--- config.mk ---
export PLATFORM = sky130hd
export DESIGN_NAME = vpo_pixel_port
export DESIGN_NICKNAME = d
export VERILOG_FILES = /design/src/hw/vpo_pkg.sv /design/src/hw/vpo_fifo2.sv /design/src/hw/vpo_pixel_port.sv
export SDC_FILE = /design/constraint.sdc
export NUM_CORES = 1
export LEC_CHECK = 0
export BUFFER_PORTS_ARGS = -buffer_cell sky130_fd_sc_hd__buf_2
export CORE_UTILIZATION = 60
export DETAILED_ROUTE_END_ITERATION = 8
export GPL_TIMING_DRIVEN = 0
export PLACE_DENSITY = 0.81
export SYNTH_ARGS = -nofsm -noshare
export SYNTH_HDL_FRONTEND = slang
export SYNTH_SLANG_ARGS = --single-unit
--- constraint.sdc ---
create_clock -name clk_sys -period 7.84 [get_ports clk_sys]
set_input_delay 1.568 -clock clk_sys [delete_from_list [all_inputs] [get_ports clk_sys]]
set_output_delay 1.568 -clock clk_sys [all_outputs]
set_load 0.02 [all_outputs]
--- src/hw/vpo_pkg.sv ---
// Behaviour
// - Red, green and blue each leave on their own 10-bit bus, one word per pixel.
// - A pixel clock accompanies the colour words, with a complementary copy.
// - Framed line sync leaves aligned with the pixel words it delimits.
// - Framed line sync carries horizontal pulses only, composite content removed.
// - Buffered line sync repeats the selected sync source unchanged.
// - Composite mode: buffered frame sync asserted while the line pattern is disrupted.
// - Mode changes and command completion are signalled on the open-drain alert.
// - Active video flag high during active samples, low in all blanking.
// - Field flag toggles between interlaced fields with line sync selected (composite modes hold the first field); its high sense is configurable.
package vpo_pkg;
   localparam int WORD_W     = 10;
   localparam int POS_W      = 12;
   localparam int FIFO_DEPTH = 2;

   // Sync source selection codes
   localparam logic [1:0] SEL_LINE  = 2'h0;
   localparam logic [1:0] SEL_GREEN = 2'h1;
   localparam logic [1:0] SEL_COMP  = 2'h2;

   // Missed lines counted before the next line without an on-time sync edge makes the line period be learnt again
   localparam logic [2:0] RELEARN_LINES = 3'h7;

   localparam logic [POS_W-1:0] POS_ONE = 12'h001;
   localparam logic [POS_W-1:0] POS_MAX = 12'hfff;

   typedef struct packed {
      logic [WORD_W-1:0] red;
      logic [WORD_W-1:0] green;
      logic [WORD_W-1:0] blue;
   } vpo_pixel_type;

   typedef struct packed {
      vpo_pixel_type pix;
      logic          active;
      logic          line_sync;
      logic          green_sync;
      logic          comp_sync;
      logic          frame_sync;
   } vpo_src_type;

   typedef struct packed {
      vpo_pixel_type pix;
      logic          active;
      logic          hsync;
      logic          field;
   } vpo_entry_type;

   typedef enum logic [1:0] {
      LEARN_IDLE,
      LEARN_MEASURE,
      LEARN_LOCKED
   } vpo_learn_type;
endpackage : vpo_pkg

--- src/hw/vpo_fifo2.sv ---
`timescale 1ns/1ps
`default_nettype none
module vpo_fifo2
   import vpo_pkg::*;
(
   // Clock and reset
   input  wire logic          clk_sys,
   input  wire logic          resetn,
   // Fill side
   input  wire logic          in_valid,
   output logic               in_ready,
   input  wire vpo_entry_type in_data,
   // Drain side
   output logic               out_valid,
   input  wire logic          out_ready,
   output vpo_entry_type      out_data
);
   vpo_entry_type mem [FIFO_DEPTH];
   logic          wr_ptr;
   logic          rd_ptr;
   logic [1:0]    count;
   wire           push = in_valid && in_ready;
   wire           pop  = out_valid && out_ready;

   assign in_ready  = (count != 2'(FIFO_DEPTH));
   assign out_valid = (count != 2'h0);
   assign out_data  = mem[rd_ptr];

   always_ff @(posedge clk_sys or negedge resetn) begin
      if (!resetn) begin
         for (int i = 0; i < FIFO_DEPTH; i++) begin
            mem[i] <= '0;
         end
         wr_ptr <= 1'b0;
         rd_ptr <= 1'b0;
         count  <= 2'h0;
      end else begin
         if (push) begin
            mem[wr_ptr] <= in_data;
            wr_ptr      <= ~wr_ptr;
         end
         if (pop) begin
            rd_ptr <= ~rd_ptr;
         end
         count <= count + {1'b0, push} - {1'b0, pop};
      end
   end

   chk_fifo_count_step: assert property (@(posedge clk_sys) disable iff (!resetn)
      push && !pop |=> count == $past(count) + 2'h1)
      else $error("fifo count did not grow on push");

   chk_fifo_full_hold: assert property (@(posedge clk_sys) disable iff (!resetn)
      !in_ready && !out_ready |=> !in_ready && out_data == $past(out_data))
      else $error("full fifo lost or changed its head word");
endmodule : vpo_fifo2
`default_nettype wire

--- src/hw/vpo_pixel_port.sv ---
`timescale 1ns/1ps
`default_nettype none
module vpo_pixel_port
   import vpo_pkg::*;
(
   // Clock and reset
   input  wire logic              clk_sys,
   input  wire logic              resetn,
   // Source side, pixel clock domain
   input  wire logic              pixel_clock_in,
   input  wire vpo_src_type       src,
   output logic                   src_ready,
   // Configuration
   input  wire logic [1:0]        sync_select,
   input  wire logic              field_polarity,
   // Receiver side
   input  wire logic              out_ready,
   output logic                   pixel_clock_out,
   output logic                   pixel_clock_out_n,
   output logic [WORD_W-1:0]      red_out,
   output logic [WORD_W-1:0]      green_out,
   output logic [WORD_W-1:0]      blue_out,
   output logic                   active_video_flag,
   output logic                   framed_line_sync_out,
   output logic                   field_flag,
   // Measurement copies
   output logic                   buffered_line_sync_out,
   output logic                   buffered_frame_sync_out,
   // Host alert, open drain
   input  wire logic              mode_change_pulse,
   input  wire logic              cmd_done_pulse,
   input  wire logic              alert_ack,
   input  wire logic              alert_in,
   output logic                   alert_out,
   output logic                   alert_oe
);
   // Pixel clock synchroniser; only the second stage reads the first
   logic clk_s1;
   logic clk_s2;
   logic clk_s3;
   logic clk_lvl;
   wire  clk_change = (clk_s2 == clk_s3) && (clk_s2 != clk_lvl);
   wire  pix_rise   = clk_change && clk_s2;
   wire  pix_fall   = clk_change && !clk_s2;

   always_ff @(posedge clk_sys or negedge resetn) begin
      if (!resetn) begin
         clk_s1  <= 1'b0;
         clk_s2  <= 1'b0;
         clk_s3  <= 1'b0;
         clk_lvl <= 1'b0;
      end else begin
         clk_s1 <= pixel_clock_in;
         clk_s2 <= clk_s1;
         clk_s3 <= clk_s2;
         if (clk_change) begin
            clk_lvl <= clk_s2;
         end
      end
   end

   // The source bundle is read only on a confirmed rising edge; it is held
   // for the whole pixel period, so a few cycles of lag is safe.
   wire composite = (sync_select != SEL_LINE);
   wire sel_sync  = (sync_select == SEL_LINE)  ? src.line_sync  :
                    (sync_select == SEL_GREEN) ? src.green_sync : src.comp_sync;

   logic              sync_prev;
   wire               lead = sel_sync && !sync_prev;
   wire               trail = !sel_sync && sync_prev;

   // Line flywheel: pos counts pixels from the last accepted sync edge
   vpo_learn_type     learn;
   logic [POS_W-1:0]  pos;
   logic [POS_W-1:0]  line_len;
   logic [POS_W-1:0]  sync_len;
   logic [2:0]        miss_cnt;
   logic              odd_edge;
   logic              disrupt;
   logic              frame_prev;
   logic              field_state;
   logic              mode_evt;

   wire               locked   = (learn == LEARN_LOCKED);
   wire               at_wrap  = locked && (pos == line_len - POS_ONE);
   wire               on_time  = lead && at_wrap;
   wire               learnt   = (learn == LEARN_MEASURE) && lead;
   wire [POS_W-1:0]   next_pos = (at_wrap || learnt || (lead && learn == LEARN_IDLE)) ?
                                 '0 : pos + POS_ONE;
   wire               frame_src  = composite ? disrupt : src.frame_sync;
   wire               frame_lead = frame_src && !frame_prev;
   wire               framed_h = locked ? (next_pos < sync_len) : (!composite && sel_sync);

   always_ff @(posedge clk_sys or negedge resetn) begin
      if (!resetn) begin
         learn    <= LEARN_IDLE;
         pos      <= '0;
         line_len <= '0;
         sync_len <= '0;
         miss_cnt <= 3'h0;
         odd_edge <= 1'b0;
         disrupt  <= 1'b0;
         mode_evt <= 1'b0;
      end else begin
         mode_evt <= 1'b0;
         if (pix_rise) begin
            pos <= next_pos;
            case (learn)
               LEARN_IDLE: begin
                  if (lead) begin
                     learn <= LEARN_MEASURE;
                  end
               end
               LEARN_MEASURE: begin
                  if (lead) begin
                     learn    <= LEARN_LOCKED;
                     line_len <= pos + POS_ONE;
                     miss_cnt <= 3'h0;
                     mode_evt <= (pos + POS_ONE != line_len);
                  end else if (pos == POS_MAX) begin
                     learn <= LEARN_IDLE;
                  end
               end
               LEARN_LOCKED: begin
                  // serrations and equalisation do not restart the line
                  if (lead && !at_wrap) begin
                     odd_edge <= 1'b1;
                  end
                  if (trail && !odd_edge && !disrupt) begin
                     sync_len <= next_pos;
                  end
                  if (at_wrap) begin
                     disrupt  <= odd_edge || !on_time;
                     odd_edge <= 1'b0;
                     miss_cnt <= on_time ? 3'h0 : miss_cnt + 3'h1;
                     if (!on_time && miss_cnt == RELEARN_LINES) begin
                        learn    <= LEARN_IDLE;
                        mode_evt <= 1'b1;
                     end
                  end
               end
               default: begin
                  learn <= LEARN_IDLE;
               end
            endcase
         end
      end
   end

   // Field, sync edge memory and measurement copies, all on the pixel rate
   always_ff @(posedge clk_sys or negedge resetn) begin
      if (!resetn) begin
         sync_prev               <= 1'b0;
         frame_prev              <= 1'b0;
         field_state             <= 1'b0;
         buffered_line_sync_out  <= 1'b0;
         buffered_frame_sync_out <= 1'b0;
      end else if (pix_rise) begin
         sync_prev  <= sel_sync;
         frame_prev <= frame_src;
         // frame start in mid line marks the other field
         if (frame_lead) begin
            field_state <= (pos >= (line_len >> 1));
         end
         // selected source passed through as is
         buffered_line_sync_out  <= sel_sync;
         buffered_frame_sync_out <= frame_src;
      end
   end

   // Two-entry buffer between the capture edge and the launch edge
   vpo_entry_type push_word;
   vpo_entry_type head_word;
   logic          head_valid;
   wire           pop_now = pix_fall && head_valid && out_ready;

   always_comb begin
      push_word.pix    = src.pix;
      push_word.active = src.active && !framed_h && !frame_src;
      push_word.hsync  = framed_h;
      push_word.field  = field_state ^ field_polarity;
   end

   vpo_fifo2 u_buf (
      .clk_sys   (clk_sys),
      .resetn    (resetn),
      .in_valid  (pix_rise),
      .in_ready  (src_ready),
      .in_data   (push_word),
      .out_valid (head_valid),
      .out_ready (pix_fall && out_ready),
      .out_data  (head_word)
   );

   // Launch on the falling edge of pixel_clock_out so the receiver samples
   // mid-word on the rising edge. A stall repeats the word as blanking.
   always_ff @(posedge clk_sys or negedge resetn) begin
      if (!resetn) begin
         pixel_clock_out      <= 1'b0;
         pixel_clock_out_n    <= 1'b1;
         red_out              <= '0;
         green_out            <= '0;
         blue_out             <= '0;
         active_video_flag    <= 1'b0;
         framed_line_sync_out <= 1'b0;
         field_flag           <= 1'b0;
      end else begin
         if (pix_rise) begin
            pixel_clock_out   <= 1'b1;
            pixel_clock_out_n <= 1'b0;
         end else if (pix_fall) begin
            pixel_clock_out   <= 1'b0;
            pixel_clock_out_n <= 1'b1;
         end
         // one launch edge for every pixel-aligned output
         if (pop_now) begin
            red_out              <= head_word.pix.red;
            green_out            <= head_word.pix.green;
            blue_out             <= head_word.pix.blue;
            active_video_flag    <= head_word.active;
            framed_line_sync_out <= head_word.hsync;
            field_flag           <= head_word.field;
         end else if (pix_fall) begin
            active_video_flag <= 1'b0;
         end
      end
   end

   // Alert: event sets win over a same-cycle acknowledge
   logic alert_pending;
   always_ff @(posedge clk_sys or negedge resetn) begin
      if (!resetn) begin
         alert_pending <= 1'b0;
      end else begin
         alert_pending <= (alert_pending && !alert_ack) ||
                          mode_change_pulse || cmd_done_pulse || mode_evt;
      end
   end
   // drive low only, line floats high otherwise
   assign alert_out = 1'b0;
   assign alert_oe  = alert_pending;

   chk_clk_complement: assert property (@(posedge clk_sys) disable iff (!resetn)
      pixel_clock_out_n == !pixel_clock_out)
      else $error("pixel clock complement broken");

   chk_clk_follows_rise: assert property (@(posedge clk_sys) disable iff (!resetn)
      pix_rise |=> pixel_clock_out ##1 pixel_clock_out)
      else $error("pixel clock not high after input rise");

   chk_words_on_launch: assert property (@(posedge clk_sys) disable iff (!resetn)
      $changed(red_out) || $changed(blue_out) |-> $past(pop_now) && !pixel_clock_out)
      else $error("colour word moved outside a launch");

   chk_coherent_update: assert property (@(posedge clk_sys) disable iff (!resetn)
      $changed(framed_line_sync_out) || $changed(field_flag) |-> $past(pop_now))
      else $error("sync or field moved apart from the word");

   chk_blank_in_sync: assert property (@(posedge clk_sys) disable iff (!resetn)
      pop_now && head_word.hsync |=> framed_line_sync_out && !active_video_flag)
      else $error("active flag high during line sync");

   chk_serr_no_restart: assert property (@(posedge clk_sys) disable iff (!resetn)
      pix_rise && locked && lead && !at_wrap |=> pos == $past(pos) + POS_ONE)
      else $error("off-time sync edge restarted the line");

   chk_frame_disrupt: assert property (@(posedge clk_sys) disable iff (!resetn)
      pix_rise && locked && at_wrap && odd_edge |=> disrupt)
      else $error("disrupted line not flagged");

   chk_frame_copy: assert property (@(posedge clk_sys) disable iff (!resetn)
      pix_rise && composite |=> buffered_frame_sync_out == $past(disrupt))
      else $error("frame copy differs from disruption flag");

   chk_line_copy: assert property (@(posedge clk_sys) disable iff (!resetn)
      pix_rise |=> buffered_line_sync_out == $past(sel_sync))
      else $error("line sync copy differs from selected source");

   chk_alert_set_wins: assert property (@(posedge clk_sys) disable iff (!resetn)
      mode_change_pulse || cmd_done_pulse |=> alert_oe && !alert_out)
      else $error("alert not pulled low after event");

   chk_alert_release: assert property (@(posedge clk_sys) disable iff (!resetn)
      alert_ack && !mode_change_pulse && !cmd_done_pulse && !mode_evt |=> !alert_oe)
      else $error("alert held after acknowledge");

   chk_field_sense: assert property (@(posedge clk_sys) disable iff (!resetn)
      $rose(field_polarity) && !$past(pix_rise) |-> push_word.field != $past(push_word.field))
      else $error("field sense ignores polarity setting");
endmodule : vpo_pixel_port
`default_nettype wire

==> qor.txt <==
post-route cell area - 9120 sq um
Buffers on Ports - 83
Post-Synth Simple-Gate Area - 12.1%
Period minus WS final - 5440 ps
TNS Setup - 0 ps
Vias/cell - 5.93
sequential share of the synthesized area - 49.8%
HPWL after detailed placement - 13,600 microns
largest net degree at the start of global routing - 91
# rows - 41
reg2reg setup slack - 2400 ps
achievable clock frequency - 184 MHz
CP Capture Type - flip-flop
share of cells above drive strength 1 - 22.8%
Post-DP Area - 8560 sq um
Tot GR Track Use - 30.0%
hold path start - clk_s1
antenna violations before repair - 0
Synth cell types - 59
hold slack final - 359 ps
H-tree lvl count - 4
ant diodes - 0
Hold Crit Depth - 0
startpoint types - flip-flop
fillcell total - 954
number of global-route vias before repair - 6,152
syn nets - 822
Detailed Route Iter0 Violations - 629
global-route wire length before repair - 30,500 microns
die width - 117 microns
CTS buffer count - 17
status - finished, final reports clean
Fin. Hold Viols - 0
Power Density - 388 nW/um^2
gpl congestion - 0.922
post-synthesis compound-gate area fraction - 11.2%
synth top area cells - dfrtp_1 49%, mux2_2 8.8%, ha_1 4.9%
Synth warnings - 0
Worst R2R End - u_buf.mem[2]
Layout area overhead - 15.5%
clk slew on worst S/H paths - 60 ps
clock latency on the worst-skew pair - 430 ps
post-CTS resize count - 0
Max transition margin - 43.1%
core area - 12,700 sq um
fin. max-slew vios - 0
Final Net Count - 925
Non-Filler Instances - 1,033
unrepaired setup endpoints after global routing - false
register bit total from synthesis - 157
Post-synth EDFFs - 0
placed insts - 1,001
clock buffer depth - 2
io pins - 86
XOR/XNOR Fraction of Synth Area - 4.21%
Worst Path Required - 8160 ps
Worst-Margin Slew - 848 ps
asr flop ratio synth - 100%
Hold Path End - clk_s2
Cell Area, Synth - 7900 sq um
Tcrit/Tclk final - 69.3%
TritonCTS clock tree - done
Arrival @ worst endpoint - 5750 ps
Final ANT Viol Nets - 0
Synth Area in Adders - 5.04%
Clock Skew - 8.35 ps
area of the die - 13,600 sq um
vias after detailed routing - 6,123
Post-Syn Instances - 745
worst hold-check path type - reg -> reg
cts hold-fix bufs - 0
mux share of post-synthesis cell area - 13.4%
leakage - 4.07 nW
Max Cap Viol - 0
Post-Syn Area per Cell - 10.6 sq um
Avg WL per Cell - 18.5 microns
crit path max fanout - 10
DR pass1 iterations - 6
Crit Reg-Reg Startpoint - line_len[1]
Initial Utilization - 62.1%
critical path type - reg -> reg
Synth top area share - 49.4%
VDD IR-drop max - 0.227 mV
drt drc - 0
Final Setup Violations - 0
total routed wirelength - 19,200 microns
largest family of logic cells by synthesized area - multiplexers
area leader, netlist - dfrtp_1
clk root buf - clkbuf_16
Die Y-Extent - 117 microns
Setup Fix Bufs, Post-CTS - 0
top_reg_cell synth - dfrtp_1
reg2reg path depth - 18
grt ovf - 0
CTS sink cnt - 157
==> registers in the layout, summed over array words and instances (netlist names), 2 cells and up <==
signal / flops
u_buf.mem: 66
learn: 2
blue_out: 10
u_buf.count: 2
miss_cnt: 3
sync_len: 12
red_out: 10
green_out: 10
pos: 12
line_len: 12
==> cells in the final DEF, fill, tap and decap left out, types with 5 or more instances in the layout <==
| master | instances |
|---|---|
| a21o_1 | 5 |
| a21oi_1 | 47 |
| a22o_1 | 7 |
| a31oi_1 | 6 |
| buf_1 | 6 |
| buf_2 | 87 |
| clkbuf_1 | 35 |
| clkbuf_16 | 17 |
| clkbuf_8 | 5 |
| dfrtp_1 | 156 |
| ha_1 | 31 |
| inv_1 | 39 |
| mux2_2 | 62 |
| mux2i_1 | 36 |
| nand2_1 | 53 |
| nand2b_1 | 5 |
| nand3_1 | 11 |
| nand4_1 | 8 |
| nor2_1 | 59 |
| nor2b_1 | 9 |
| nor3_1 | 13 |
| nor4_1 | 8 |
| o21ai_0 | 43 |
| o31ai_1 | 9 |
| or2_2 | 5 |
| xnor2_1 | 28 |
| xor2_1 | 10 |
==> metrics by stage <==
stage          total power [W]  util (%)  worst slack [ps]
2_1_floorplan          0.00233         -              3270
3_3_place_gp           0.00265      67.0              2370
3_5_place_dp           0.00275      67.3              2260
4_1_cts                0.00354      71.7              2470
5_1_grt                0.00377      71.7              2000
6_report               0.00354      71.7              2400
==> synthesized netlist by cell type, types with 2 or more instances <==
library cell,n
mux2_2,62
o21ai_0,43
a211oi_1,4
a21oi_1,47
o211ai_1,4
xnor2_1,28
a32o_1,2
buf_4,2
clkbuf_1,32
nor2b_1,9
xor2_1,10
o31ai_1,9
or2_2,5
mux2i_1,36
nand3b_1,2
nand3_1,11
a31oi_1,6
a22o_1,7
a21o_1,5
nand4_1,8
buf_2,5
and4_1,2
inv_1,39
nor4_2,2
nor3_1,13
nor2_1,59
nand2_1,53
and3_1,4
ha_1,31
o311ai_0,2
or4_1,3
nor4_1,8
nand2b_1,5
buf_1,6
and2_1,2
dfrtp_1,156
==> where the power goes <==
part | internal (W) | switching (W) | total [W]
combinational | 0.000621 | 0.000802 | 0.00142
sequential | 0.00113 | 0.000206 | 0.00134
clock | 0.000449 | 0.000327 | 0.000776
==> cell type report <==
cell class	instances	area, sq um	area share [%]
plain buffers	45	183	2.00
clock buffers	25	505	5.54
clock inverters	7	53.8	0.590
inverters	39	146	1.60
multi-input cells	504	3640	39.9
flip-flops and latches	157	3930	43.1
well taps	172	215	2.36
repair buffers	84	449	4.92
==> worst max-delay path by stage <==
stage | start | to | slack (ps) | cells past startpoint
after floorplan | sync_select[0] | u_buf.mem[2] | 3270 | 14
after global placement | sync_select[0] | u_buf.mem[2] | 2370 | 15
after detailed placement | sync_select[0] | u_buf.mem[2] | 2260 | 15
after CTS | line_len[1] | u_buf.mem[2] | 2470 | 18
after global routing | line_len[1] | u_buf.mem[2] | 2000 | 18
final | line_len[1] | u_buf.mem[2] | 2400 | 18
==> metal layers <==
layer  routed length, microns  up-vias  GRT usage [%]
li1                         -     2821              -
met1                     7640     3026           35.8
met2                     9630      226           51.2
met3                     1280       50           7.06
met4                      607        0           14.5
met5                        0        -              0
==> kinds of logic (layout without fill, tap and decap cells) <==
kind of cell	Yosys count	in the layout
AOI/OAI and AO/OA	142	142
buffers and inverters	84	200
muxes	98	98
and+or+nand+nor	193	193
other	1	1
xor gates and xnor gates	38	38
adders and majority gates	32	32
DFF	157	157
==> worst max-delay path, cell delays in order, from the launching register on <==
cell and delay (ps):
dfrtp_1 470, inv_1 90, ha_1 220, nor3b_4 350, a311oi_1 150, or4_1 520
or4_1 480, buf_2 210, o41ai_4 480, buf_2 340, nor2_1 80, ha_1 310
a21oi_1 150, nor2b_1 60, o21ai_0 150, nand4b_1 170, a2111oi_0 400, o21ai_0 350
a32o_1 320
Note: power is estimated with default switching activity, not from simulation.
